--- config.mk ---
export PLATFORM = sky130hd
export DESIGN_NAME = eeprom_load_and_flag_ops
export DESIGN_NICKNAME = d
export VERILOG_FILES = /design/src/include/eeprom_ops_pkg.sv /design/src/hdl/eeprom_load_and_flag_ops.sv
export SDC_FILE = /design/constraint.sdc
export NUM_CORES = 1
export LEC_CHECK = 0
export CAP_MARGIN = 20
export CORE_AREA = 2 2 87 131
export CTS_CLUSTER_DIAMETER = 100
export CTS_CLUSTER_SIZE = 16
export DETAILED_ROUTE_END_ITERATION = 12
export DIE_AREA = 0 0 89 133
export DONT_BUFFER_PORTS = 1
export SLEW_MARGIN = 20
export SYNTH_ARGS = -nofsm -noshare
export SYNTH_HDL_FRONTEND = slang
export SYNTH_SLANG_ARGS = --single-unit
export TNS_END_PERCENT = 30
--- constraint.sdc ---
create_clock -name clk -period 3.2 [get_ports clk]
set_input_delay 0.64 -clock clk [delete_from_list [all_inputs] [get_ports clk]]
set_output_delay 0.64 -clock clk [all_outputs]
set_load 0.02 [all_outputs]
--- src/include/eeprom_ops_pkg.sv ---
// Constants, types and behaviour notes for the program-memory load and flag unit
// Notes on behaviour
// - Configuration-word instruction spans three bytes holding a 24-bit literal, stored not executed.
// - Bytes 0 through 47 form sixteen consecutive 24-bit configuration registers.
// - User code begins at program-memory byte 48.
// - Memory load reads word at RAM pointer into x, y, z or r, updating S and Z.
// - Memory load is one byte and takes six clock cycles.
// - Memory load holds one program counter stack entry until it completes.
// - Flag refresh sets sign when the register is negative, else clears it.
// - Flag refresh sets nonzero when the register differs from zero, else clears it.
// - Flag refresh keeps the register value and finishes in one cycle.
// - Pointer-decrement instruction lowers the RAM pointer by one in one cycle.
package eeprom_ops_pkg;
   localparam int WORD_W = 24;
   localparam int PTR_W = 8;
   localparam int MADDR_W = 13;
   localparam int CFG_REGS = 16;
   localparam int CFG_IDX_W = 4;
   localparam int CFG_WORD_BYTES = 3;
   localparam logic [MADDR_W-1:0] USER_CODE_BASE = 13'h0030;
   localparam logic [2:0] LOAD_CYCLES = 3'h6;
   localparam logic [2:0] LOAD_LAST = 3'h5;
   localparam logic [PTR_W-1:0] PTR_STEP = 8'h01;

   typedef enum logic [2:0] {
      OP_NONE,
      OP_CFG_WORD,
      OP_MEM_LOAD,
      OP_FLAG_REFRESH,
      OP_PTR_DEC
   } op_e;

   typedef struct packed {
      logic carry;
      logic overflow;
      logic sign;
      logic nonzero;
   } flags_s;

   typedef struct packed {
      logic valid;
      op_e op;
      logic [1:0] reg_sel;
      logic [WORD_W-1:0] literal;
   } instr_s;

   typedef struct packed {
      logic req;
      logic [MADDR_W-1:0] addr;
   } mem_req_s;
endpackage

--- src/hdl/eeprom_load_and_flag_ops.sv ---
// Executes configuration-word, memory-load, flag-refresh and pointer-decrement instructions
module eeprom_load_and_flag_ops (
   input wire logic clk,
   input wire logic rstn,
   input wire eeprom_ops_pkg::instr_s instr,
   output logic busy,
   output logic done,
   input wire logic [eeprom_ops_pkg::WORD_W-1:0] mem_rdata,
   output eeprom_ops_pkg::mem_req_s mem_req,
   output logic cfg_we,
   output logic [eeprom_ops_pkg::CFG_IDX_W-1:0] cfg_idx,
   output logic [eeprom_ops_pkg::WORD_W-1:0] cfg_wdata,
   output logic [eeprom_ops_pkg::MADDR_W-1:0] user_code_base,
   input wire logic [eeprom_ops_pkg::WORD_W-1:0] wr_in [4],
   output logic wr_we,
   output logic [1:0] wr_sel,
   output logic [eeprom_ops_pkg::WORD_W-1:0] wr_wdata,
   input wire eeprom_ops_pkg::flags_s flags_in,
   output eeprom_ops_pkg::flags_s flags,
   output logic stack_hold,
   output logic [eeprom_ops_pkg::PTR_W-1:0] ram_ptr
);
   import eeprom_ops_pkg::*;

   typedef enum logic {IDLE, LOADING} state_e;

   state_e state, next_state;
   logic [2:0] cnt, next_cnt;
   logic [1:0] sel, next_sel;
   logic [CFG_IDX_W:0] cfg_count, next_cfg_count;
   logic [PTR_W-1:0] next_ram_ptr;
   logic next_cfg_we, next_wr_we, next_done;
   logic [CFG_IDX_W-1:0] next_cfg_idx;
   logic [WORD_W-1:0] next_cfg_wdata, next_wr_wdata;
   logic [1:0] next_wr_sel;
   flags_s next_flags;

   function automatic flags_s refresh(input flags_s f, input logic [WORD_W-1:0] v);
      flags_s r;
      r = f;
      r.sign = v[WORD_W-1];
      r.nonzero = |v;
      return r;
   endfunction

   assign busy = (state == LOADING);
   assign stack_hold = (state == LOADING);
   assign user_code_base = USER_CODE_BASE;
   assign mem_req.req = (state == LOADING) && (cnt == '0);
   assign mem_req.addr = {{(MADDR_W-PTR_W){1'b0}}, ram_ptr};

   always_comb begin
      next_state = state;
      next_cnt = cnt;
      next_sel = sel;
      next_cfg_count = cfg_count;
      next_ram_ptr = ram_ptr;
      next_cfg_we = 1'b0;
      next_cfg_idx = cfg_idx;
      next_cfg_wdata = cfg_wdata;
      next_wr_we = 1'b0;
      next_wr_sel = wr_sel;
      next_wr_wdata = wr_wdata;
      next_flags = flags_in;
      next_done = 1'b0;
      case (state)
         IDLE: begin
            if (instr.valid) begin
               case (instr.op)
                  OP_CFG_WORD: begin
                     // Only the first sixteen land in the config area; later ones are dropped
                     if (cfg_count < 5'(CFG_REGS)) begin
                        next_cfg_we = 1'b1;
                        next_cfg_idx = cfg_count[CFG_IDX_W-1:0];
                        next_cfg_wdata = instr.literal;
                        next_cfg_count = cfg_count + 5'h01;
                     end
                     next_done = 1'b1;
                  end
                  OP_MEM_LOAD: begin
                     next_state = LOADING;
                     next_cnt = '0;
                     next_sel = instr.reg_sel;
                  end
                  OP_FLAG_REFRESH: begin
                     next_flags = refresh(flags_in, wr_in[instr.reg_sel]);
                     next_done = 1'b1;
                  end
                  OP_PTR_DEC: begin
                     next_ram_ptr = ram_ptr - PTR_STEP;
                     next_done = 1'b1;
                  end
                  default: begin
                  end
               endcase
            end
         end
         LOADING: begin
            next_cnt = cnt + 3'h1;
            if (cnt == LOAD_LAST - 3'h1) begin
               next_state = IDLE;
               next_wr_we = 1'b1;
               next_wr_sel = sel;
               next_wr_wdata = mem_rdata;
               next_flags = refresh(flags_in, mem_rdata);
               next_done = 1'b1;
            end
         end
         default: next_state = IDLE;
      endcase
   end

   always_ff @(posedge clk or negedge rstn) begin
      if (!rstn) begin
         state <= IDLE;
         cnt <= '0;
         sel <= '0;
         cfg_count <= '0;
         ram_ptr <= '0;
         cfg_we <= 1'b0;
         cfg_idx <= '0;
         cfg_wdata <= '0;
         wr_we <= 1'b0;
         wr_sel <= '0;
         wr_wdata <= '0;
         flags <= '0;
         done <= 1'b0;
      end else begin
         state <= next_state;
         cnt <= next_cnt;
         sel <= next_sel;
         cfg_count <= next_cfg_count;
         ram_ptr <= next_ram_ptr;
         cfg_we <= next_cfg_we;
         cfg_idx <= next_cfg_idx;
         cfg_wdata <= next_cfg_wdata;
         wr_we <= next_wr_we;
         wr_sel <= next_wr_sel;
         wr_wdata <= next_wr_wdata;
         flags <= next_flags;
         done <= next_done;
      end
   end

   // Load: accepted edge plus five busy edges gives six cycles to done
   property p_load_six;
      @(posedge clk) disable iff (!rstn)
      (!busy && instr.valid && instr.op == OP_MEM_LOAD) |=> busy [*5] ##1 (done && wr_we);
   endproperty
   a_load_six: assert property (p_load_six) else $error("load not six cycles");

   property p_stack;
      @(posedge clk) disable iff (!rstn) $fell(busy) |-> !stack_hold && done;
   endproperty
   a_stack: assert property (p_stack) else $error("stack entry not released");

   property p_load_data;
      @(posedge clk) disable iff (!rstn)
      wr_we |-> wr_wdata == $past(mem_rdata) && flags.nonzero == (|wr_wdata);
   endproperty
   a_load_data: assert property (p_load_data) else $error("load data wrong");

   property p_sign;
      @(posedge clk) disable iff (!rstn)
      (!busy && instr.valid && instr.op == OP_FLAG_REFRESH)
      |=> flags.sign == $past(wr_in[instr.reg_sel][WORD_W-1]);
   endproperty
   a_sign: assert property (p_sign) else $error("sign flag wrong");

   property p_nz;
      @(posedge clk) disable iff (!rstn)
      (!busy && instr.valid && instr.op == OP_FLAG_REFRESH)
      |=> flags.nonzero == $past(|wr_in[instr.reg_sel]) && done && !wr_we;
   endproperty
   a_nz: assert property (p_nz) else $error("nonzero flag wrong");

   property p_cv;
      @(posedge clk) disable iff (!rstn)
      ##1 (flags.carry == $past(flags_in.carry) && flags.overflow == $past(flags_in.overflow));
   endproperty
   a_cv: assert property (p_cv) else $error("carry or overflow changed");

   property p_dec;
      @(posedge clk) disable iff (!rstn)
      (!busy && instr.valid && instr.op == OP_PTR_DEC) |=> ram_ptr == $past(ram_ptr) - PTR_STEP;
   endproperty
   a_dec: assert property (p_dec) else $error("pointer not decremented");

   property p_cfg;
      @(posedge clk) disable iff (!rstn)
      (!busy && instr.valid && instr.op == OP_CFG_WORD && cfg_count < 5'(CFG_REGS))
      |=> cfg_we && cfg_wdata == $past(instr.literal) && !wr_we;
   endproperty
   a_cfg: assert property (p_cfg) else $error("config word not stored");

   // A word beyond the sixteenth still completes but must not reach the area
   property p_cfg_full;
      @(posedge clk) disable iff (!rstn)
      (!busy && instr.valid && instr.op == OP_CFG_WORD && cfg_count == 5'(CFG_REGS))
      |=> !cfg_we && done;
   endproperty
   a_cfg_full: assert property (p_cfg_full) else $error("word past config area");

   property p_mem_req;
      @(posedge clk) disable iff (!rstn)
      $rose(busy) |-> mem_req.req && mem_req.addr == MADDR_W'(ram_ptr) ##1 !mem_req.req;
   endproperty
   a_mem_req: assert property (p_mem_req) else $error("memory request wrong");

   // Sequencer may keep valid high during a load; neither the pointer nor the config area may move
   property p_busy_quiet;
      @(posedge clk) disable iff (!rstn)
      busy |=> $stable(ram_ptr) && !cfg_we;
   endproperty
   a_busy_quiet: assert property (p_busy_quiet) else $error("taken while busy");

   property p_idle_quiet;
      @(posedge clk) disable iff (!rstn)
      (!busy && (!instr.valid || instr.op == OP_NONE))
      |=> !done && !cfg_we && !wr_we && $stable(ram_ptr);
   endproperty
   a_idle_quiet: assert property (p_idle_quiet) else $error("idle output moved");

   c_load: cover property (@(posedge clk) disable iff (!rstn) wr_we && wr_wdata[WORD_W-1]);
   c_cfg_full: cover property (@(posedge clk) disable iff (!rstn)
      cfg_we && cfg_idx == CFG_IDX_W'(CFG_REGS - 1));
   c_dec_load: cover property (@(posedge clk) disable iff (!rstn)
      instr.valid && instr.op == OP_PTR_DEC ##1 instr.valid && instr.op == OP_MEM_LOAD);
   c_cfg_drop: cover property (@(posedge clk) disable iff (!rstn)
      !busy && instr.valid && instr.op == OP_CFG_WORD && cfg_count == 5'(CFG_REGS));
endmodule // eeprom_load_and_flag_ops

-- After elaboration in Yosys (flattened, before gate mapping)
Cells that the tools add are included.
- register bits after elaboration: 80
- logic and storage cells: 63
- output and inout bits: 98
- input bits: 156
- bitwise logic cells: 2
- reduce and logical (&&, ||, !) cells: 10
- order comparisons: 2
- add/sub/neg operators: 3
- muxes and demuxes: 23
- equality and inequality tests: 7
- operator list (cell ; count):
    24-bit binary-select mux with 2-bit select ; 1
    24-bit 2-to-1 mux ; 2
    24-bit OR reduction ; 2
    1-bit 2-to-1 mux ; 11
    4-bit one-hot mux with 2 select lines ; 1
    8-bit by 1-bit subtractor with 8-bit output, second input constant ; 1
    3-bit by 2-bit == test with 1-bit output, second input constant ; 2
    3-bit == test, second input constant ; 2
    2-bit 2-to-1 mux ; 3
    3-bit 2-to-1 mux ; 2
    3-bit one-hot mux with 2 select lines ; 1
    3-bit AND reduction ; 2
    5-bit by 1-bit adder with 5-bit output, second input constant ; 1
    5-bit less-than comparator, second input constant ; 1
    1-bit one-hot mux with 2 select lines ; 2
    2-bit AND reduction ; 2
    4-bit AND reduction ; 1
    3-bit by 1-bit adder with 3-bit output, second input constant ; 1
    3-bit by 1-bit == test with 1-bit output, second input constant ; 1
    3-bit >= comparator, second input constant ; 1
    3-bit logical NOT ; 1
    2-bit NOT with 3-bit output ; 1
    3-bit OR reduction ; 1
    2-bit by 1-bit inequality test with 1-bit output, second input constant ; 1
    other kinds (3) ; 3

-- Longest topological paths before layout
Gate-level depths: netlist of the first run.
- depth after elaboration: 8
- gate-level depth with buffers: 8
- depth with buffers taken out: 6

-- Worst setup path before layout of the first run
No wires, ideal clock.
- path type: input to register
- start point: input wr_in[32] in the netlist's numbering
- end point: register flags[0] in the netlist's numbering
- library setup time: 0.128 ns
- required time: 3.072 ns
- cell stages on the path: 5
- buffers on the path: 0
- setup slack: 1.296 ns
- data arrival time: 1.775 ns
- cells stage by stage: or4_4 > nor3_2 > a31oi_1 > a2111oi_4 > o31ai_1
- RTL lines (element ; line ; text):
    start, declared ; eeprom_load_and_flag_ops.sv:14 ; input wire logic [eeprom_ops_pkg::WORD_W-1:0] wr_in [4],
    end signal, assigned ; eeprom_load_and_flag_ops.sv:140 ; flags <= next_flags;
    end, declared ; eeprom_load_and_flag_ops.sv:19 ; output eeprom_ops_pkg::flags_s flags,

==> results of run 1 <==
==> cell families (layout without fill, tap and decap cells) <==
family          Yosys count  after routing  synth area share, %
simple gates            235            235                 28.8
flops                    80             80                 54.5
buf+inv                  47             26                 8.01
compound gates           16             16                 3.51
xor+xnor                 10             10                 2.39
fa+ha+maj                 4              4                 1.36
mux                       4              4                 1.19
other cells               2             18                0.205
==> layout make-up <==
| type | count | area, µm² |
|---|---|---|
| clock inverter | 7 | 83.8 |
| multi-input combinational | 287 | 1440 |
| clock buffer | 9 | 225 |
| timing repair buffer | 3 | 42.5 |
| inverter | 7 | 26.3 |
| sequential | 80 | 2000 |
| fill | 1121 | 6820 |
| tap | 147 | 184 |
==> flip-flops by register name, summed over array words and instances (netlist names) <==
signal	count
busy	1
ram_ptr	8
wr_sel	2
wr_wdata	24
sel	2
wr_we	1
cfg_idx	4
cfg_wdata	24
cfg_count	5
cnt	3
cfg_we	1
done	1
flags	4
==> worst paths after layout <==
path	start	end	slack, ps	cells past startpoint
hold / removal	rstn	wr_wdata[12]	190	1
max in group asynchronous	rstn	ram_ptr[4]	2680	1
min in group clk	flags_in[3]	flags[3]	340	0
hold reg to reg	cfg_count[4]	cfg_count[4]	490	1
setup / recovery	busy	mem_req[13]	1010	2
setup reg to reg	busy	cfg_count[3]	1020	6
==> cell usage in the layout, fill, tap and decap left out, types with 2 or more instances in the layout <==
cell type	count
sky130_fd_sc_hd__a211oi_1	2
sky130_fd_sc_hd__a21oi_1	2
sky130_fd_sc_hd__a22o_1	2
sky130_fd_sc_hd__a31oi_1	5
sky130_fd_sc_hd__buf_4	2
sky130_fd_sc_hd__clkbuf_16	9
sky130_fd_sc_hd__conb_1	18
sky130_fd_sc_hd__dfrtp_1	80
sky130_fd_sc_hd__ha_1	4
sky130_fd_sc_hd__inv_1	5
sky130_fd_sc_hd__inv_2	2
sky130_fd_sc_hd__inv_6	4
sky130_fd_sc_hd__mux2_2	3
sky130_fd_sc_hd__nand2_1	174
sky130_fd_sc_hd__nand3_1	3
sky130_fd_sc_hd__nand4_1	4
sky130_fd_sc_hd__nor2_1	9
sky130_fd_sc_hd__nor3_1	3
sky130_fd_sc_hd__nor3b_1	2
sky130_fd_sc_hd__nor4_1	22
sky130_fd_sc_hd__o21ai_0	2
sky130_fd_sc_hd__or4_1	5
sky130_fd_sc_hd__xnor2_1	6
sky130_fd_sc_hd__xor2_1	4
==> cell usage after synthesis (2+ instances only) <==
cell / n / area, µm²
sky130_fd_sc_hd__nand2_1: 174 / 653
sky130_fd_sc_hd__dfrtp_1: 80 / 2000
sky130_fd_sc_hd__buf_4: 30 / 225
sky130_fd_sc_hd__nor4_1: 22 / 138
sky130_fd_sc_hd__nor2_1: 9 / 33.8
sky130_fd_sc_hd__xnor2_1: 6 / 52.6
sky130_fd_sc_hd__a31oi_1: 5 / 31.3
sky130_fd_sc_hd__inv_1: 5 / 18.8
sky130_fd_sc_hd__or4_1: 5 / 37.5
sky130_fd_sc_hd__buf_2: 4 / 20.0
sky130_fd_sc_hd__clkbuf_1: 4 / 15.0
sky130_fd_sc_hd__ha_1: 4 / 50.1
sky130_fd_sc_hd__nand4_1: 4 / 25.0
sky130_fd_sc_hd__xor2_1: 4 / 35.0
sky130_fd_sc_hd__mux2_2: 3 / 33.8
sky130_fd_sc_hd__nand3_1: 3 / 15.0
sky130_fd_sc_hd__nor3_1: 3 / 15.0
sky130_fd_sc_hd__a211oi_1: 2 / 15.0
sky130_fd_sc_hd__a21oi_1: 2 / 10.0
sky130_fd_sc_hd__a22o_1: 2 / 17.5
sky130_fd_sc_hd__buf_1: 2 / 7.51
sky130_fd_sc_hd__conb_1: 2 / 7.51
sky130_fd_sc_hd__inv_2: 2 / 7.51
sky130_fd_sc_hd__nor3b_1: 2 / 15.0
sky130_fd_sc_hd__o21ai_0: 2 / 10.0
==> per-layer routing <==
metal  part of all wire (%)  GRT usage, %  routed length, µm  up-vias
li1                       -             -                  -     1249
met1                     34          16.6               3500     1256
met2                     52          29.8               5360      188
met3                     10          6.43               1040       24
met4                    4.4          9.45                453        0
met5                      0             0                  0        -
==> critical path, delay by kind of cell, from the launching register on <==
family           cells  cell delay, ps
flip-flops           1             750
AND/OR/NAND/NOR      2             470
==> report_power, final <==
group / leakage, nW / total (mW) / internal, mW / switching, mW
Clock: 0.149 / 1.05 / 0.620 / 0.429
Sequential: 0.999 / 2.40 / 1.44 / 0.959
Combinational: 0.791 / 0.641 / 0.269 / 0.372
Total: 1.94 / 4.09 / 2.33 / 1.76
==> stage by stage <==
| stage | total power, mW | worst slack (ps) | util [%] |
|---|---|---|---|
| floorplan | 2.90 | 1300 | - |
| global placement | 3.01 | 1000 | 33.8 |
| detailed placement | 3.06 | 948 | 33.8 |
| CTS | 4.17 | 932 | 37.0 |
| global route | 4.36 | 791 | 37.0 |
| finish | 4.09 | 1010 | 37.0 |
==> out/summary.md, run 1 <==
The number of antenna diodes in the final layout is 0. In the final routed layout, each cell accounts on average for 19.2 µm. The die is 89 µm wide.

Of the synthesized area, sequential elements account for 54.5%. Among all flip-flop cells after synthesis, the most frequent one is sky130_fd_sc_hd__dfrtp_1. Via count of the first global-routing pass: 2809.

Die outline height: 133 µm. In this run the tool buffered the top-level ports with 0 buffer cells. For this run, the detailed router's first-pass iteration total came to 4. The worst hold slack was 195 ps. The count of final max-slew check failures is 0, and the ratio of final minimum period to clock period is 68.4%. For this design, the sink count on the clock tree is 80. The floorplan has 47 rows. Once the floorplan was initialized, standard cells occupied 33.9% of the core. The final route contains 2717 vias. Once layout is done, the placed cells without fillers occupy 0.00400 mm².

The root buffer cell chosen for the clock tree is sky130_fd_sc_hd__clkbuf_16. Detailed placement finished with a half-perimeter wire length of 8.08 mm. Cells with a size suffix above 1 make up 7.89% of the layout. For the insertion delay of the later-clocked pin in the worst-skew pair, the log shows 340 ps. The count of routing violations after the opening detailed-route iteration was 59. Counting the buffers created by CTS gives 9. In this run the remaining antenna-violating nets after routing total 0. The tools report the number of top-level pins as 254. Entering global routing, the biggest net connects 81 pins. Yosys mapped a number of flops with a built-in enable equal to 0.

Dividing the detail-routed via count by the number of cells gives 5.03. The tool flagged a number of max-cap violations equal to 0. Clock-pin slew was measured on the worst setup and hold paths at 70 ps.

For the number of DRC violations after detailed routing, the log shows 0. Setup repair after global routing left no endpoint under its margin. Dividing total power by cell area gives a power density of 1020 mW/mm². TritonCTS built the clock tree. In this run the static leakage power is 1.94 nW. Derived from the worst setup path, the maximum achievable clock frequency is 457 MHz. The final non-filler cell total is 540. The class of the tightest hold or removal check is input pin to asynchronous set/reset pin. The area growth from synthesis to layout was 8.93%. At the pin with the least slew margin, the transition time is 633 ps.

The initial antenna violation count is 1, and the signal arrival time at the worst endpoint is 1550 ps. The die covers 0.0118 mm². Counting I/O delays and the setup requirement, the final critical path takes 2190 ps. Global routing used 17.0% of the available tracks across all layers. The highest fanout seen on the critical path was 9; the synthesized area per cell was 9.22 µm². The run finished with clean final reports.

After synthesis, the netlist uses 42 different library cells. Counting tap cells, the placed design contains a total of 523 instances. Slowest cell on the critical path: sky130_fd_sc_hd__dfrtp_1.

The tools report the post-CTS resize count as 0. The tools report the area inside the core boundary as 0.0108 mm². The longest clock path from root to sink contains 2 buffers.

During synthesis, Yosys emitted a total of 0 warnings. Summed over all layers, the global routing overflow is 0. The first global-routing pass estimated 14.7 mm of wire. The cell area that synthesis handed to floorplanning was 0.00367 mm².

In the synthesized netlist, the number of instances is 398. Across the VDD grid, the largest voltage drop is 0.000345 V. Total negative slack: 0 ps.

The classification of the worst setup path was flip-flop to output pin. Stage delay of the slowest cell on the critical path: 750 ps. The startpoint class of the critical path was a flip-flop. Setup violations remaining at the end of the flow were counted as 0. The post-synthesis sequential element count was 80; the data required time of the critical path was 2560 ps.

For this run, asynchronously set or reset flops after synthesis account for 100%. In this run the tightest slew margin relative to its limit is 57.8%. For the final database, setup skew stands at 7.88 ps. The quantity of hold-fixing buffers added after cts was 1.

The worst setup path is captured at an output pin. The depth of the CTS H-tree was 3. The net count of the finished layout was 548; the final RePlAce weighted congestion was 0.923. The number of setup buffers added after CTS is 0.

The tools report the detailed-route wire length as 10.3 mm. The final count of hold timing violations was 0. Summing all placed instances gives a cell area of 0.00366 mm². The critical path goes through nand2_1 > nor2_1.
No activity file was read; power rests on OpenSTA's default activity.
==> run 2: changes to the inputs <==
clock period = 2.04 ns   (was 3.2 ns; I/O delays follow)
==> run 2 against run 1 <==
  * The run now ends with negative hold slack left
  * Critical endpoint unchanged
  * Clock power increased by 58%
  * Largest power group unchanged
  * Utilization grew 0.60 points
  * Worst hold slack got worse by 430 ps
==> out/summary.md, run 2 (synthesized netlist as in run 1, its figures left out) <==
Count of routing violations after the opening detailed-route iteration: 127. The checks that failed: negative hold slack. The measured slew at the worst slew-check pin was 531 ps.

The average wire per standard cell is 18.6 µm. Measured along the x axis, the die boundary spans 89 µm. The setup clock skew after layout is 9.91 ps, and the cell-internal power is 3.71 mW.

For the final routed database, the setup TNS stands at 0 ps. The commonest non-fill, non-tap cell in the layout was sky130_fd_sc_hd__nand2_1. Across all layers, the routed design uses 2777 vias.

The worst setup path is captured at an output pin. The area growth from synthesis to layout came out at 10.7%. The area inside the core boundary was 0.0108 mm².

By instance count, the cell type seen most on the critical path is sky130_fd_sc_hd__buf_4. Per report_power, the clock group accounts for 25.6% of the total. The first-pass GRT wire length was 14.5 mm. The tightest min-delay check is of the input pin to asynchronous set/reset pin type. Of all nets on the critical path, the largest fanout is 8. In the final design database the tool counted 557 nets. The total grt overflow was 0. STA classifies the critical path startpoint as a flip-flop. The clock edge transition at the registers on the reported setup and hold paths was 70 ps. The number of DRC violations after detailed routing was 0. The library cells used most frequently in the layout, excluding fill and tap cells, are 174 x sky130_fd_sc_hd__nand2_1, 80 x sky130_fd_sc_hd__dfrtp_1, 22 x sky130_fd_sc_hd__nor4_1.

The analysis attributes to cell leakage a power of 1.98 nW. The tools report the count of final max-slew check failures as 0. The insertion delay of the later-clocked pin in the worst-skew pair was 340 ps; the total setup buffers inserted after CTS was 0.

TritonCTS built the clock tree. Walking the worst path, the cells encountered are buf_4 > nand2_1 > nor2_1 > buf_4. The signal arrival time at the worst endpoint was 1280 ps. The number of buffers and inverters on the critical path is 2.

Proportion of total power due to net switching: 42.7%. In the final layout, the registers with the most flip-flops are cfg_wdata (24), wr_wdata (24), ram_ptr (8). The initial antenna violation count is 0, and the final count of hold timing violations is 80.

The clock passes through at most 2 buffers. The pre-antenna-repair detailed-routing pass consisted of 5 iterations. The via count of the first global-routing pass was 2797; the number of buffers created by CTS was 9. Routability-driven placement finished with a final weighted congestion of 0.940. The tools report the total power draw as 6.48 mW.

Of the total power, combinational logic draws 18.1%. Buffers placed on the I/O ports in this run total 0. The clock net in this run drives a total of 80 sinks. The run gives 200 ps as the minimum setup slack after placement. The logs give 0.00375 mm² for the post-place instance area and 2.77 mW for the net load switching power.

The worst hold slack is -236 ps, and the sequential group share of total power is 56.3%. The remaining antenna violation count after routing was 0. The critical path is of the flip-flop to output pin type. The detailed-route wire length is 10.2 mm. Once the floorplan was initialized, standard cells occupied 33.9% of the core.

In this run the vertical extent of the chip is 133 µm. Slowest cell on the critical path: sky130_fd_sc_hd__dfrtp_1. On the critical path the largest part of the delay comes from flip-flops. The clock tree synthesis step divided the H-tree into 3 levels. Setup repair after global routing left no endpoint under its margin. The tools report the data required time of the critical path as 1630 ps.

In this run the tightest slew margin relative to its limit is 64.3%. The routed design could run at a clock period as short as 1690 ps. Cells with a size suffix above 1 make up 9.95% of the layout.

Entering global routing, the biggest net connects 81 pins. The die covers 0.0118 mm². The count of max-cap constraint violations is 0, and the final count of negative-setup-slack endpoints is 0. The total power per unit cell area was 1590 mW/mm². Across every metal layer, demand over resource in global routing totals 16.9%. Of the available clock period, the critical path in the final layout requires 83.0%. The flow ran to the end, but the final reports show violations. Dividing the detail-routed via count by the number of cells gives 5.05. The wire-length estimate of the detail-placed layout is 8.15 mm. In this run the core area contains 47 standard-cell rows. Stage delay of the slowest cell on the critical path: 390 ps.

After routing the design area is 0.00406 mm². Setup slack on the critical path of the routed design comes to 347 ps. Worst ir drop on vdd: 0.000575 V.

Static timing analysis puts the maximum clock frequency at 591 MHz. The tree is rooted in a sky130_fd_sc_hd__clkbuf_16. For this design the top-level I/O count stands at 254.
[run 2: power groups by stage]
| stage | registers (mW) | clock network, mW | logic, mW |
|---|---|---|---|
| after floorplan | 3.46 | 0 | 1.09 |
| after global placement | 3.67 | 0 | 1.13 |
| after detailed placement | 3.69 | 0 | 1.18 |
| after CTS | 3.66 | 1.72 | 1.19 |
| after global routing | 3.76 | 1.80 | 1.36 |
| final | 3.65 | 1.66 | 1.17 |
[run 2: per-stage QoR]
step | std cells | util (%) | hold WS [ps]
after floorplan | 414 | - | 112
after global placement | 533 | 34.7 | 114
after detailed placement | 533 | 34.7 | 114
after CTS | 549 | 37.5 | -258
after global routing | 549 | 37.5 | -258
final | 550 | 37.6 | -236
[run 2: area by class of cell]
| cell class | count | area (µm²) |
|---|---|---|
| multi-input cells | 287 | 1440 |
| well taps | 147 | 184 |
| clock buffers | 9 | 225 |
| fillers | 1127 | 6760 |
| clock inverters | 7 | 86.3 |
| diodes | 1 | 2.50 |
| repair buffers | 12 | 103 |
| inverters | 7 | 26.3 |
| flip-flops and latches | 80 | 2000 |
[run 2: path summary, 6_finish.rpt]
path | startpoint | end | slack, ps | cells after the start
min in group clk | flags_in[3] | flags[3] | 100 | 0
setup / recovery | busy | mem_req[13] | 350 | 4
hold / removal | rstn | cfg_wdata[0] | -240 | 0
setup reg to reg | busy | cfg_count[3] | 360 | 6
max in group asynchronous | rstn | wr_we | 2160 | 0
hold reg to reg | sel[1] | wr_sel[1] | 470 | 2
[run 2: per-layer routing]
layer / GRT usage, % / up-vias / routed length, µm / part of all wire, %
met4: 8.62 / 0 / 428 / 4.2
met1: 16.4 / 1291 / 3410 / 33
met3: 7.30 / 23 / 1130 / 11
met5: 0 / - / 0 / 0
li1: - / 1269 / - / -
met2: 29.4 / 194 / 5250 / 51
[run 2: what timing repair did]
item	in CTS	in global routing
setup endpoints to repair	0	0
resized for setup	0	0
hold endpoints to repair	80	80
